## config.mk

```make
export PLATFORM = sky130hd
export DESIGN_NAME = seirq_top
export DESIGN_NICKNAME = d
export VERILOG_FILES = /design/src/pkg/seirq_pkg.sv /design/src/hdl/seirq_w1c_bank.sv /design/src/hdl/seirq_top.sv
export SDC_FILE = /design/constraint.sdc
export NUM_CORES = 1
export LEC_CHECK = 0
export ABC_AREA = 1
export BUFFER_PORTS_ARGS = -buffer_cell sky130_fd_sc_hd__clkbuf_2
export CORE_MARGIN = 3
export CORE_UTILIZATION = 45
export DETAILED_ROUTE_END_ITERATION = 7
export PLACE_DENSITY = 0.68
export SLEW_MARGIN = 20
export SYNTH_ARGS = -nofsm -noshare
export SYNTH_HDL_FRONTEND = slang
export SYNTH_SLANG_ARGS = --single-unit
```

## constraint.sdc

```tcl
create_clock -name I_CLK -period 3.96 [get_ports I_CLK]
set_input_delay 0.792 -clock I_CLK [delete_from_list [all_inputs] [get_ports I_CLK]]
set_output_delay 0.792 -clock I_CLK [all_outputs]
set_load 0.02 [all_outputs]
```

## src/pkg/seirq_pkg.sv

```systemverilog
package seirq_pkg;

    // ------------------------------------------------------------
    // register bus geometry
    // ------------------------------------------------------------
    localparam int ADDR_W = 8;
    localparam int DATA_W = 32;
    localparam int LO_W = 32;
    localparam int HI_W = 16;

    // ------------------------------------------------------------
    // register offsets (byte addresses)
    // ------------------------------------------------------------
    localparam logic [7:0] OFS_MASK_LO = 8'h3C;
    localparam logic [7:0] OFS_MASK_HI = 8'h40;
    localparam logic [7:0] OFS_STAT_LO = 8'h44;
    localparam logic [7:0] OFS_STAT_HI = 8'h48;
    localparam logic [7:0] OFS_CFG = 8'h4C;
    localparam logic [7:0] OFS_PEND_LO = 8'h50;
    localparam logic [7:0] OFS_PEND_HI = 8'h54;

    // ------------------------------------------------------------
    // field positions
    // ------------------------------------------------------------
    localparam int BIT_IRQ_SUMMARY = 0;
    localparam int BIT_PLL_LOCK = 1;
    localparam int BIT_SPI_CRC_ERR = 2;
    localparam int BIT_AUTO_ACK = 3;
    localparam int BIT_TX_BEGIN = 4;
    localparam int BIT_TX_PREAMBLE = 5;
    localparam int BIT_TX_HEADER = 6;
    localparam int BIT_TX_FRAME = 7;
    localparam int BIT_PREAMBLE_REJ = 1;
    localparam int BIT_VOLT_TEMP = 4;
    localparam int BIT_GPIO_EVT = 5;
    localparam int BIT_CIPHER_DONE = 6;
    localparam int BIT_CIPHER_ERR = 7;
    localparam int BIT_CMD_ERR = 8;
    localparam int BIT_HOST_OVF = 9;
    localparam int BIT_HOST_UNF = 10;
    localparam int BIT_HOST_ERR = 11;
    localparam int BIT_CHANNEL_ASSESS_FAIL_FLAG = 12;
    localparam int BIT_CFG_POL = 0;

    // implemented (latching) bits: low 1..29, high 1 and 4..12
    localparam logic [31:0] IMPL_LO = 32'h3FFF_FFFE;
    localparam logic [15:0] IMPL_HI = 16'h1FF2;

    // ------------------------------------------------------------
    // reset values
    // ------------------------------------------------------------
    localparam logic [31:0] RST_STAT_LO = 32'h0000_0000;
    localparam logic [15:0] RST_STAT_HI = 16'h0000;
    localparam logic [31:0] RST_MASK_LO = 32'h0000_0000;
    localparam logic [15:0] RST_MASK_HI = 16'h0000;
    localparam logic RST_POL = 1'b1;

    // ------------------------------------------------------------
    // carriers
    // ------------------------------------------------------------
    typedef struct packed {
        logic wr;
        logic rd;
        logic [7:0] addr;
        logic [31:0] wdata;
    } seirq_req_t;

    typedef struct packed {
        logic [15:0] hi;
        logic [31:0] lo;
    } seirq_evt_t;

endpackage

```

## src/hdl/seirq_w1c_bank.sv

```systemverilog
`timescale 1ns/1ps
`default_nettype none

module seirq_w1c_bank #(
    parameter int WIDTH = 32,
    parameter logic [WIDTH-1:0] IMPL = '1,
    parameter logic [WIDTH-1:0] RST_VAL = '0
) (
    input wire logic i_clk,
    input wire logic i_rst,
    input wire logic [WIDTH-1:0] i_set,
    input wire logic i_clr_stb,
    input wire logic [WIDTH-1:0] i_clr_data,
    output logic [WIDTH-1:0] o_q
);

    logic [WIDTH-1:0] q_r;
    logic [WIDTH-1:0] q_nxt;

    // ------------------------------------------------------------
    // sticky bits
    // ------------------------------------------------------------
    // set is or-ed after the clear so a fresh event is never lost
    always_comb begin
        q_nxt = q_r;
        if (i_clr_stb) begin
            q_nxt = q_nxt & ~i_clr_data;
        end
        q_nxt = (q_nxt | i_set) & IMPL;
    end

    // storage only, reserved bits stay at zero by the IMPL mask
    always_ff @(posedge i_clk or posedge i_rst) begin
        if (i_rst) begin
            q_r <= RST_VAL;
        end else begin
            q_r <= q_nxt;
        end
    end

    assign o_q = q_r;

endmodule

`default_nettype wire

```

## src/hdl/seirq_top.sv

```systemverilog
// Operation
// - each event bit latches on its event and holds 1 until cleared
// - only writing one clears an event bit; writing zero leaves it
// - reading status returns current bits with no side effects
// - any set and enabled status bit drives interrupt active
// - with nothing set and enabled the interrupt stays inactive
// - summary flag at bit 0 is read-only, writes never touch it
// - summary flag reads 1 exactly when the interrupt is active
// - interrupt electrical level chosen by a polarity config bit
// - pll lock flag sets on lock, clears only by writing one
// - status is six octets, low word and high half, reset to 0
// - low word layout from summary through bit 29, 30-31 reserved
// - high half layout bits 1 and 4 to 12, rest reserved
// - masked-off events still latch but do not raise interrupt
`timescale 1ns/1ps
`default_nettype none

module seirq_top (
    input wire logic I_CLK,
    input wire logic I_RST,
    input wire logic [7:0] I_ADDR,
    input wire logic [31:0] I_WDATA,
    input wire logic I_WR,
    input wire logic I_RD,
    input wire logic [31:0] I_EVT_LO,
    input wire logic [15:0] I_EVT_HI,
    output logic [31:0] O_RDATA,
    output logic O_IRQ,
    output logic O_IRQ_SUMMARY
);

    // ------------------------------------------------------------
    // decoding helpers
    // ------------------------------------------------------------
    // one word per register, full-address compare
    function automatic logic hit(input logic [7:0] a, input logic [7:0] ofs);
        hit = (a == ofs);
    endfunction

    // drive level of the interrupt line from the logical request
    function automatic logic irq_level(input logic req, input logic pol);
        irq_level = pol ? req : ~req;
    endfunction

    seirq_pkg::seirq_req_t req;
    seirq_pkg::seirq_evt_t evt;
    logic [31:0] stat_lo;
    logic [15:0] stat_hi;
    logic [31:0] mask_lo_r;
    logic [31:0] mask_lo_nxt;
    logic [15:0] mask_hi_r;
    logic [15:0] mask_hi_nxt;
    logic pol_r;
    logic pol_nxt;
    logic [31:0] set_lo;
    logic [15:0] set_hi;
    logic clr_lo;
    logic clr_hi;
    logic [31:0] pend_lo;
    logic [15:0] pend_hi;
    logic summary;
    logic [31:0] rdata_r;
    logic [31:0] rdata_nxt;
    logic irq_r;
    logic irq_nxt;
    logic sum_r;
    logic sum_nxt;

    assign req = '{wr: I_WR, rd: I_RD, addr: I_ADDR, wdata: I_WDATA};
    assign evt = '{hi: I_EVT_HI, lo: I_EVT_LO};

    // ------------------------------------------------------------
    // event capture
    // ------------------------------------------------------------
    // events come from same-clock units, so no synchroniser; bit 0
    // of the low word is never an event input, it is computed
    assign set_lo = evt.lo & seirq_pkg::IMPL_LO;
    assign set_hi = evt.hi & seirq_pkg::IMPL_HI;
    assign clr_lo = req.wr && hit(req.addr, seirq_pkg::OFS_STAT_LO);
    assign clr_hi = req.wr && hit(req.addr, seirq_pkg::OFS_STAT_HI);

    seirq_w1c_bank #(
        .WIDTH(seirq_pkg::LO_W),
        .IMPL(seirq_pkg::IMPL_LO),
        .RST_VAL(seirq_pkg::RST_STAT_LO)
    ) u_bank_lo (
        .i_clk(I_CLK),
        .i_rst(I_RST),
        .i_set(set_lo),
        .i_clr_stb(clr_lo),
        .i_clr_data(req.wdata),
        .o_q(stat_lo)
    );

    seirq_w1c_bank #(
        .WIDTH(seirq_pkg::HI_W),
        .IMPL(seirq_pkg::IMPL_HI),
        .RST_VAL(seirq_pkg::RST_STAT_HI)
    ) u_bank_hi (
        .i_clk(I_CLK),
        .i_rst(I_RST),
        .i_set(set_hi),
        .i_clr_stb(clr_hi),
        .i_clr_data(req.wdata[15:0]),
        .o_q(stat_hi)
    );

    // ------------------------------------------------------------
    // summary of unmasked sources
    // ------------------------------------------------------------
    // masked bits still latch above; they only drop out here
    assign pend_lo = stat_lo & mask_lo_r;
    assign pend_hi = stat_hi & mask_hi_r;
    assign summary = (|pend_lo) | (|pend_hi);

    // ------------------------------------------------------------
    // configuration registers
    // ------------------------------------------------------------
    // mask and polarity are plain read/write, reserved bits held at 0
    always_comb begin
        mask_lo_nxt = mask_lo_r;
        mask_hi_nxt = mask_hi_r;
        pol_nxt = pol_r;
        if (req.wr && hit(req.addr, seirq_pkg::OFS_MASK_LO)) begin
            mask_lo_nxt = req.wdata & seirq_pkg::IMPL_LO;
        end
        if (req.wr && hit(req.addr, seirq_pkg::OFS_MASK_HI)) begin
            mask_hi_nxt = req.wdata[15:0] & seirq_pkg::IMPL_HI;
        end
        if (req.wr && hit(req.addr, seirq_pkg::OFS_CFG)) begin
            pol_nxt = req.wdata[seirq_pkg::BIT_CFG_POL];
        end
    end

    always_ff @(posedge I_CLK or posedge I_RST) begin
        if (I_RST) begin
            mask_lo_r <= seirq_pkg::RST_MASK_LO;
            mask_hi_r <= seirq_pkg::RST_MASK_HI;
            pol_r <= seirq_pkg::RST_POL;
        end else begin
            mask_lo_r <= mask_lo_nxt;
            mask_hi_r <= mask_hi_nxt;
            pol_r <= pol_nxt;
        end
    end

    // ------------------------------------------------------------
    // interrupt line
    // ------------------------------------------------------------
    // registered so the pin is glitch free; it trails the status bits
    // by one cycle, the summary flag register trails identically
    always_comb begin
        sum_nxt = summary;
        irq_nxt = irq_level(summary, pol_r);
    end

    always_ff @(posedge I_CLK or posedge I_RST) begin
        if (I_RST) begin
            sum_r <= 1'b0;
            irq_r <= ~seirq_pkg::RST_POL;
        end else begin
            sum_r <= sum_nxt;
            irq_r <= irq_nxt;
        end
    end

    // ------------------------------------------------------------
    // read path
    // ------------------------------------------------------------
    // reads have no side effect; unmapped offsets read as zero.
    // the summary bit comes from live logic, never from storage,
    // so no write can clear or set it
    always_comb begin
        rdata_nxt = 32'h0000_0000;
        if (req.rd) begin
            case (req.addr)
                seirq_pkg::OFS_STAT_LO: begin
                    rdata_nxt = stat_lo;
                    rdata_nxt[seirq_pkg::BIT_IRQ_SUMMARY] = summary;
                end
                seirq_pkg::OFS_STAT_HI: begin
                    rdata_nxt = {16'h0000, stat_hi};
                end
                seirq_pkg::OFS_MASK_LO: begin
                    rdata_nxt = mask_lo_r;
                end
                seirq_pkg::OFS_MASK_HI: begin
                    rdata_nxt = {16'h0000, mask_hi_r};
                end
                seirq_pkg::OFS_CFG: begin
                    rdata_nxt = {31'h0000_0000, pol_r};
                end
                seirq_pkg::OFS_PEND_LO: begin
                    rdata_nxt = pend_lo;
                end
                seirq_pkg::OFS_PEND_HI: begin
                    rdata_nxt = {16'h0000, pend_hi};
                end
                default: begin
                    rdata_nxt = 32'h0000_0000;
                end
            endcase
        end
    end

    // read data holds only in the cycle after the strobe, zero otherwise
    always_ff @(posedge I_CLK or posedge I_RST) begin
        if (I_RST) begin
            rdata_r <= 32'h0000_0000;
        end else begin
            rdata_r <= rdata_nxt;
        end
    end

    assign O_RDATA = rdata_r;
    assign O_IRQ = irq_r;
    assign O_IRQ_SUMMARY = sum_r;

endmodule

`default_nettype wire

```

* After elaboration in Yosys (flattened, before gate mapping)
Cells that the tools add are included.
** Operators by class
- Add/sub/neg operators :: 0
- Multipliers :: 0
- Divide/modulo/power cells :: 0
- Order comparisons :: 0
- Equal/unequal tests :: 7
- Shifts and indexed selects :: 0
- Multiplexer cells :: 5
- Bitwise gates (word level) :: 10
- Reduce and logical (&&, ||, !) cells :: 7
** Operators with widths (number)
- 30-bit one-hot mux with 7 select lines :: 1
- 30-bit bitwise AND :: 2
- 8-bit by 7-bit == test with 1-bit output (second input constant) :: 6
- 32-bit 2-to-1 mux :: 1
- 32-bit OR reduction :: 1
- 30-bit 2-to-1 mux :: 1
- 30-bit inverter :: 1
- 30-bit bitwise OR :: 1
- 13-bit bitwise AND :: 2
- 16-bit OR reduction :: 1
- 13-bit 2-to-1 mux :: 1
- 13-bit inverter :: 1
- 13-bit bitwise OR :: 1
- 8-bit by 6-bit == test with 1-bit output (second input constant) :: 1
- 1-bit logical AND :: 5
- 1-bit 2-to-1 mux :: 1
- 1-bit inverter :: 1
- 1-bit bitwise OR :: 1
** Word-level totals
- Register bits after elaboration :: 113
- Latch bits :: 0
- RAM bits :: 0
- Memory bits (read-only) :: 0
- Input port bits :: 92
- Output and inout bits :: 34
- Word-level logic and storage cells :: 37
- Memories kept :: 0

* Logic depth before layout (Yosys ltp)
- Word-level depth :: 5
- Gate-level depth with buffers :: 11
- Gate-level depth less buffers :: 9

* Cells and area by module
Synthesis repeated with hierarchy kept, for this count alone.
** Unflattened totals
- Cell total of the unflattened synthesis :: 715
- Area total of the unflattened synthesis :: 5525.3 um^2
** By module, submodules not included
- seirq_top :: instances 1, cells each 503, area each 3846.2 um^2, sequential area each 1853.0 um^2
- seirq_w1c_bank (u_bank_lo) :: instances 1, cells each 153, area each 1214.9 um^2, sequential area each 725.7 um^2
- seirq_w1c_bank (u_bank_hi) :: instances 1, cells each 59, area each 464.2 um^2, sequential area each 250.2 um^2

* Least setup slack after synthesis
No wires, ideal clock.
- Path kind :: input -> register
- From :: in I_ADDR[1]
- To :: reg mask_lo_r[6]
- Library setup time :: 130 ps
- Arrival time :: 1743 ps
- Data required time :: 3830 ps
- Slack :: 2087 ps
- Stages :: 10
- Path buffers :: 2
- Cells stage by stage :: nor2_2 > nand2_2 > nor2_4 > nand2_2 > inv_2 > nand2_2 > buf_6 > buf_6 > nand2_1 > o21ai_1
** On the way
- Word-level cells in the longest chain between the ends :: 2
** Ends and longest elaborated chain
- start, declared :: RTL line seirq_top.sv:21 : input wire logic [7:0] I_ADDR,
- 8-bit by 6-bit == test with 1-bit output :: RTL line seirq_top.sv:37 : hit = (a == ofs);
- 1-bit logical AND :: RTL line seirq_top.sv:124 : if (req.wr && hit(req.addr, seirq_pkg::OFS_MASK_LO)) begin
- end signal, assigned :: RTL line seirq_top.sv:137 : mask_lo_r <= seirq_pkg::RST_MASK_LO;
- end signal, assigned :: RTL line seirq_top.sv:141 : mask_lo_r <= mask_lo_nxt;
- end, declared :: RTL line seirq_top.sv:49 : logic [31:0] mask_lo_r;
No other way between the ends.
A chain may end at the register's enable or synchronous reset.

* Worst setup path after layout
- From :: in I_ADDR[4]
- To :: reg u_bank_lo.q_r[19], in the netlist u_bank_lo.o_q[19]
** On the way
- Word-level cells in the longest chain between the ends :: 4
** Ends and longest elaborated chain
- 8-bit by 7-bit == test with 1-bit output :: RTL line seirq_top.sv:37
- 1-bit logical AND :: RTL line seirq_top.sv:79 : assign clr_lo = req.wr && hit(req.addr, seirq_pkg::OFS_STAT_LO);
- 30-bit 2-to-1 mux :: RTL line seirq_w1c_bank.sv:26 : if (i_clr_stb) begin
- 30-bit bitwise OR :: RTL line seirq_w1c_bank.sv:29 : q_nxt = (q_nxt | i_set) & IMPL;
- named net u_bank_lo.q_nxt[19] :: RTL line seirq_w1c_bank.sv:18 : logic [WIDTH-1:0] q_nxt;
- end signal, assigned :: RTL line seirq_w1c_bank.sv:37 : q_r <= q_nxt;
- end, declared :: RTL line seirq_w1c_bank.sv:17 : logic [WIDTH-1:0] q_r;
The timed path passes the listed nets, and every way through them passes these cells.

==> Implementation_results.wiki <==
{| class="wikitable"
! Metric !! Value
|-
| Grt total ovfl || 0
|-
| H-Tree Depth || 3
|-
| Post-CTS Setup Bufs || 0
|-
| Overall power || 0.002333 W
|-
| Die height || 117.1 µm
|-
| Combinational family with the most area after synthesis || simple AND/OR/NAND/NOR gates
|-
| Vias in the first global route || 4773
|-
| Arrival time of data at the critical path endpoint || 2.56 ns
|-
| Final min period || 2.336 ns
|-
| CTS buffer count || 9
|-
| Total setup violations reported at the end of the flow || 0
|-
| Share of the synthesized netlist area taken by xor and xnor gates || 0.1576%
|-
| Ratio of cells with drive above 1 in the final layout || 23.29%
|-
| Sum of negative setup slack || 0 ns
|-
| Total Routing Usage GR || 21.45%
|-
| YS warnings || 0
|-
| Multiplexer share of the synthesized area || 0%
|-
| WL met3 || 838 µm
|-
| Worst reg-to-reg setup slack || 2.59 ns
|-
| Area after DPL || 6181 µm²
|-
| Post-synth cell types || 34
|-
| Hold path startpoint || mask_lo_r[26]$_DFFE_PP0P_
|-
| Area of all placed cells without fillers || 6494 µm²
|-
| Maximum fanout encountered on the critical timing path || 29
|-
| R2r startpoint || mask_lo_r[13]$_DFFE_PP0P_
|-
| Crit Path Class || input pin to flop
|-
| Hold Crit Depth || 2
|-
| Share of Yosys cell area claimed by the top area cell type || 49.53%
|-
| Library cell occupying the most area in the post-synthesis netlist || dfrtp_1
|-
| Resized cells post-CTS || 0
|-
| Synthesized-area fraction occupied by ao, oa, aoi and oai cells || 12.56%
|-
| Final wirelength || 14050 µm
|-
| Hold Crit Class || flop to flop
|-
| First-pass GRT wire length || 22730 µm
|-
| Hold WS || 0.5135 ns
|-
| Maximum number of pins on one net before global-route repair || 88
|-
| Endpoint of the worst register-to-register path || O_RDATA[0]$_DFF_PP0_
|-
| CTS Hold Buffers Added || 0
|-
| Count of inserted antenna diode cells || 0
|-
| Initial antenna violation count || 0
|-
| Register bit total from synthesis || 111
|-
| WL met2 || 6849 µm
|-
| Post-route core utilization || 55.22%
|-
| Standard cell core area || 11760 µm²
|-
| Category of the worst setup path capture point || flop
|-
| Worst Hold Path EP || mask_lo_r[26]$_DFFE_PP0P_
|-
| Worst-path clk slew || 0.07 ns
|-
| Worst Reg-to-Reg Cells || 8
|-
| Antenna Nets Post-Route || 0
|-
| Cell Area, Synth || 5558 µm²
|-
| Worst skew pair latency || 0.35 ns
|-
| Synthesized instance count || 680
|-
| Number of port buffers || 112
|-
| DP HPWL || 9774 µm
|-
| CTS Root Buffer Type || clkbuf_16
|-
| Worst IR drop on VDD || 253.4 µV
|-
| Part of the cycle the worst path needs || 59.00%
|-
| Area added between synthesis and finish || 16.84%
|-
| Required time of the critical path || 4.19 ns
|-
| Final estimated routing congestion in global placement || 0.8921
|-
| Met1 Routed Length || 6141 µm
|-
| # IOs || 126
|-
| Final hold viol count || 0
|-
| Most common library cell in the layout ignoring fill and taps || nand2_1
|-
| Clock tree from TritonCTS || done
|-
| Highest metal layer with signal wires || met4
|-
| Part of the Yosys area used for sequential elements || 50.00%
|-
| Die area || 13720 µm²
|-
| RSZ-0062 raised after global routing || false
|-
| Avg WL per Cell || 14.72 µm
|-
| Chip Width || 117.1 µm
|-
| Post-synthesis area per instance || 8.173 µm²
|-
| Status || finished, final reports clean
|-
| Vias per std cell || 5.023
|-
| Setup skew after layout || 0.004332 ns
|-
| Total leakage power || 3.534 nW
|-
| Upper clock frequency limit || 428.0 MHz
|-
| Placement Rows || 39
|-
| Max Root-Sink Buffers || 2
|-
| # Max-Cap Violations || 0
|-
| DRC Markers || 0
|-
| Max-slew violation count || 0
|-
| Area share of and/or/nand/nor cells after synthesis || 27.58%
|-
| Fin nets || 877
|-
| TritonRoute pass-1 iters || 5
|-
| Top cells by area in the synthesized netlist || dfrtp_1 50%, nand2_1 12%, inv_1 5.9%, nor2_1 4.3%, o21ai_0 4.0%
|-
| Initial cell density of the core || 47.26%
|-
| Most frequent cells in the layout || 179 x nand2_1, 112 x clkbuf_2, 110 x dfrtp_1
|-
| Worst slew pin tran || 0.8046 ns
|-
| Adder-cell share of the synthesized area || 0%
|-
| Number of DRC violations after detailed-routing iteration 0 || 315
|-
| Category of the worst setup path launch point || input pin
|-
| Max-slew headroom || 46.17%
|-
| Sink count of the clock tree || 111
|-
| Overall via count from detail_route || 4792
|-
| Pwr/cell area || 359.2 nW/µm²
|}
-- registers in the layout, indices dropped and copies added, names as in the netlist --
signal / count
O_RDATA: 30
mask_lo_r: 29
u_bank_lo.o_q: 29
mask_hi_r: 10
u_bank_hi.o_q: 10
O_IRQ: 1
O_IRQ_SUMMARY: 1
pol_r: 1
-- worst max path at each step --
stage,depth (start not counted),slack (ns),startpoint,end
3_3_place_gp,9,1.29,I_ADDR[0],u_bank_lo.o_q[25]$_DFF_PP0_
2_1_floorplan,1,0.24,I_RST,O_IRQ$_DFF_PP0_
5_1_grt,9,1.43,I_ADDR[0],u_bank_lo.o_q[25]$_DFF_PP0_
6_report,7,1.62,I_ADDR[4],u_bank_lo.o_q[19]$_DFF_PP0_
4_1_cts,9,1.62,I_ADDR[0],u_bank_lo.o_q[6]$_DFF_PP0_
3_5_place_dp,9,1.25,I_ADDR[0],u_bank_lo.o_q[6]$_DFF_PP0_
-- layer usage --
layer / vias up / GRT usage [%]
met2: 178 / 36.75
li1: 2365 / -
met5: - / 0
met1: 2230 / 27.36
met4: 0 / 7.034
met3: 19 / 4.216
-- cell type report --
cell class | instances | area, µm²
flip-flops and latches | 111 | 2779
well taps | 164 | 205.2
clock inverters | 3 | 40.04
repair buffers | 116 | 590.6
fillers | 1144 | 5266
multi-input cells | 452 | 2247
clock buffers | 13 | 270.3
inverters | 95 | 361.6
-- cell usage after synthesis (all sizes together) --
library cell,n
nand2,192
dfrtp,110
inv,95
o21ai,86
nor2,81
nand3,35
nand4,17
o21bai,17
buf,16
o211ai,11
clkbuf,7
a21oi,5
nor3,4
conb,1
dfstp,1
nand3b,1
xor2,1
-- stage by stage --
| stage | instances | setup slack [ns] |
|---|---|---|
| 3_5_place_dp | 938 | 1.252 |
| 2_1_floorplan | 681 | 0.2390 |
| 6_report | 954 | 1.624 |
| 4_1_cts | 954 | 1.621 |
| 5_1_grt | 954 | 1.432 |
| 3_3_place_gp | 938 | 1.292 |
-- logic make-up after synthesis --
group,Yosys count
and+or+nand+nor,330
AOI/OAI and AO/OA,119
buffers and inverters,118
DFF,111
xor gates and xnor gates,1
other,1
-- critical path, stage by stage --
cell and delay (ns):
clkbuf_2 0.14, inv_2 0.16, nand4_4 0.19, nor2_8 0.31, nand2_2 0.52, o21ai_0 0.35
nand2_1 0.09
-- where the power goes --
group          switching [W]  leakage [nW]  internal (W)
clock               0.000393         0.156      0.000541
combinational       0.000142          2.05     0.0000743
sequential         0.0000200          1.33       0.00116
total               0.000556          3.53       0.00178
Power figures use the tool's default switching activity.
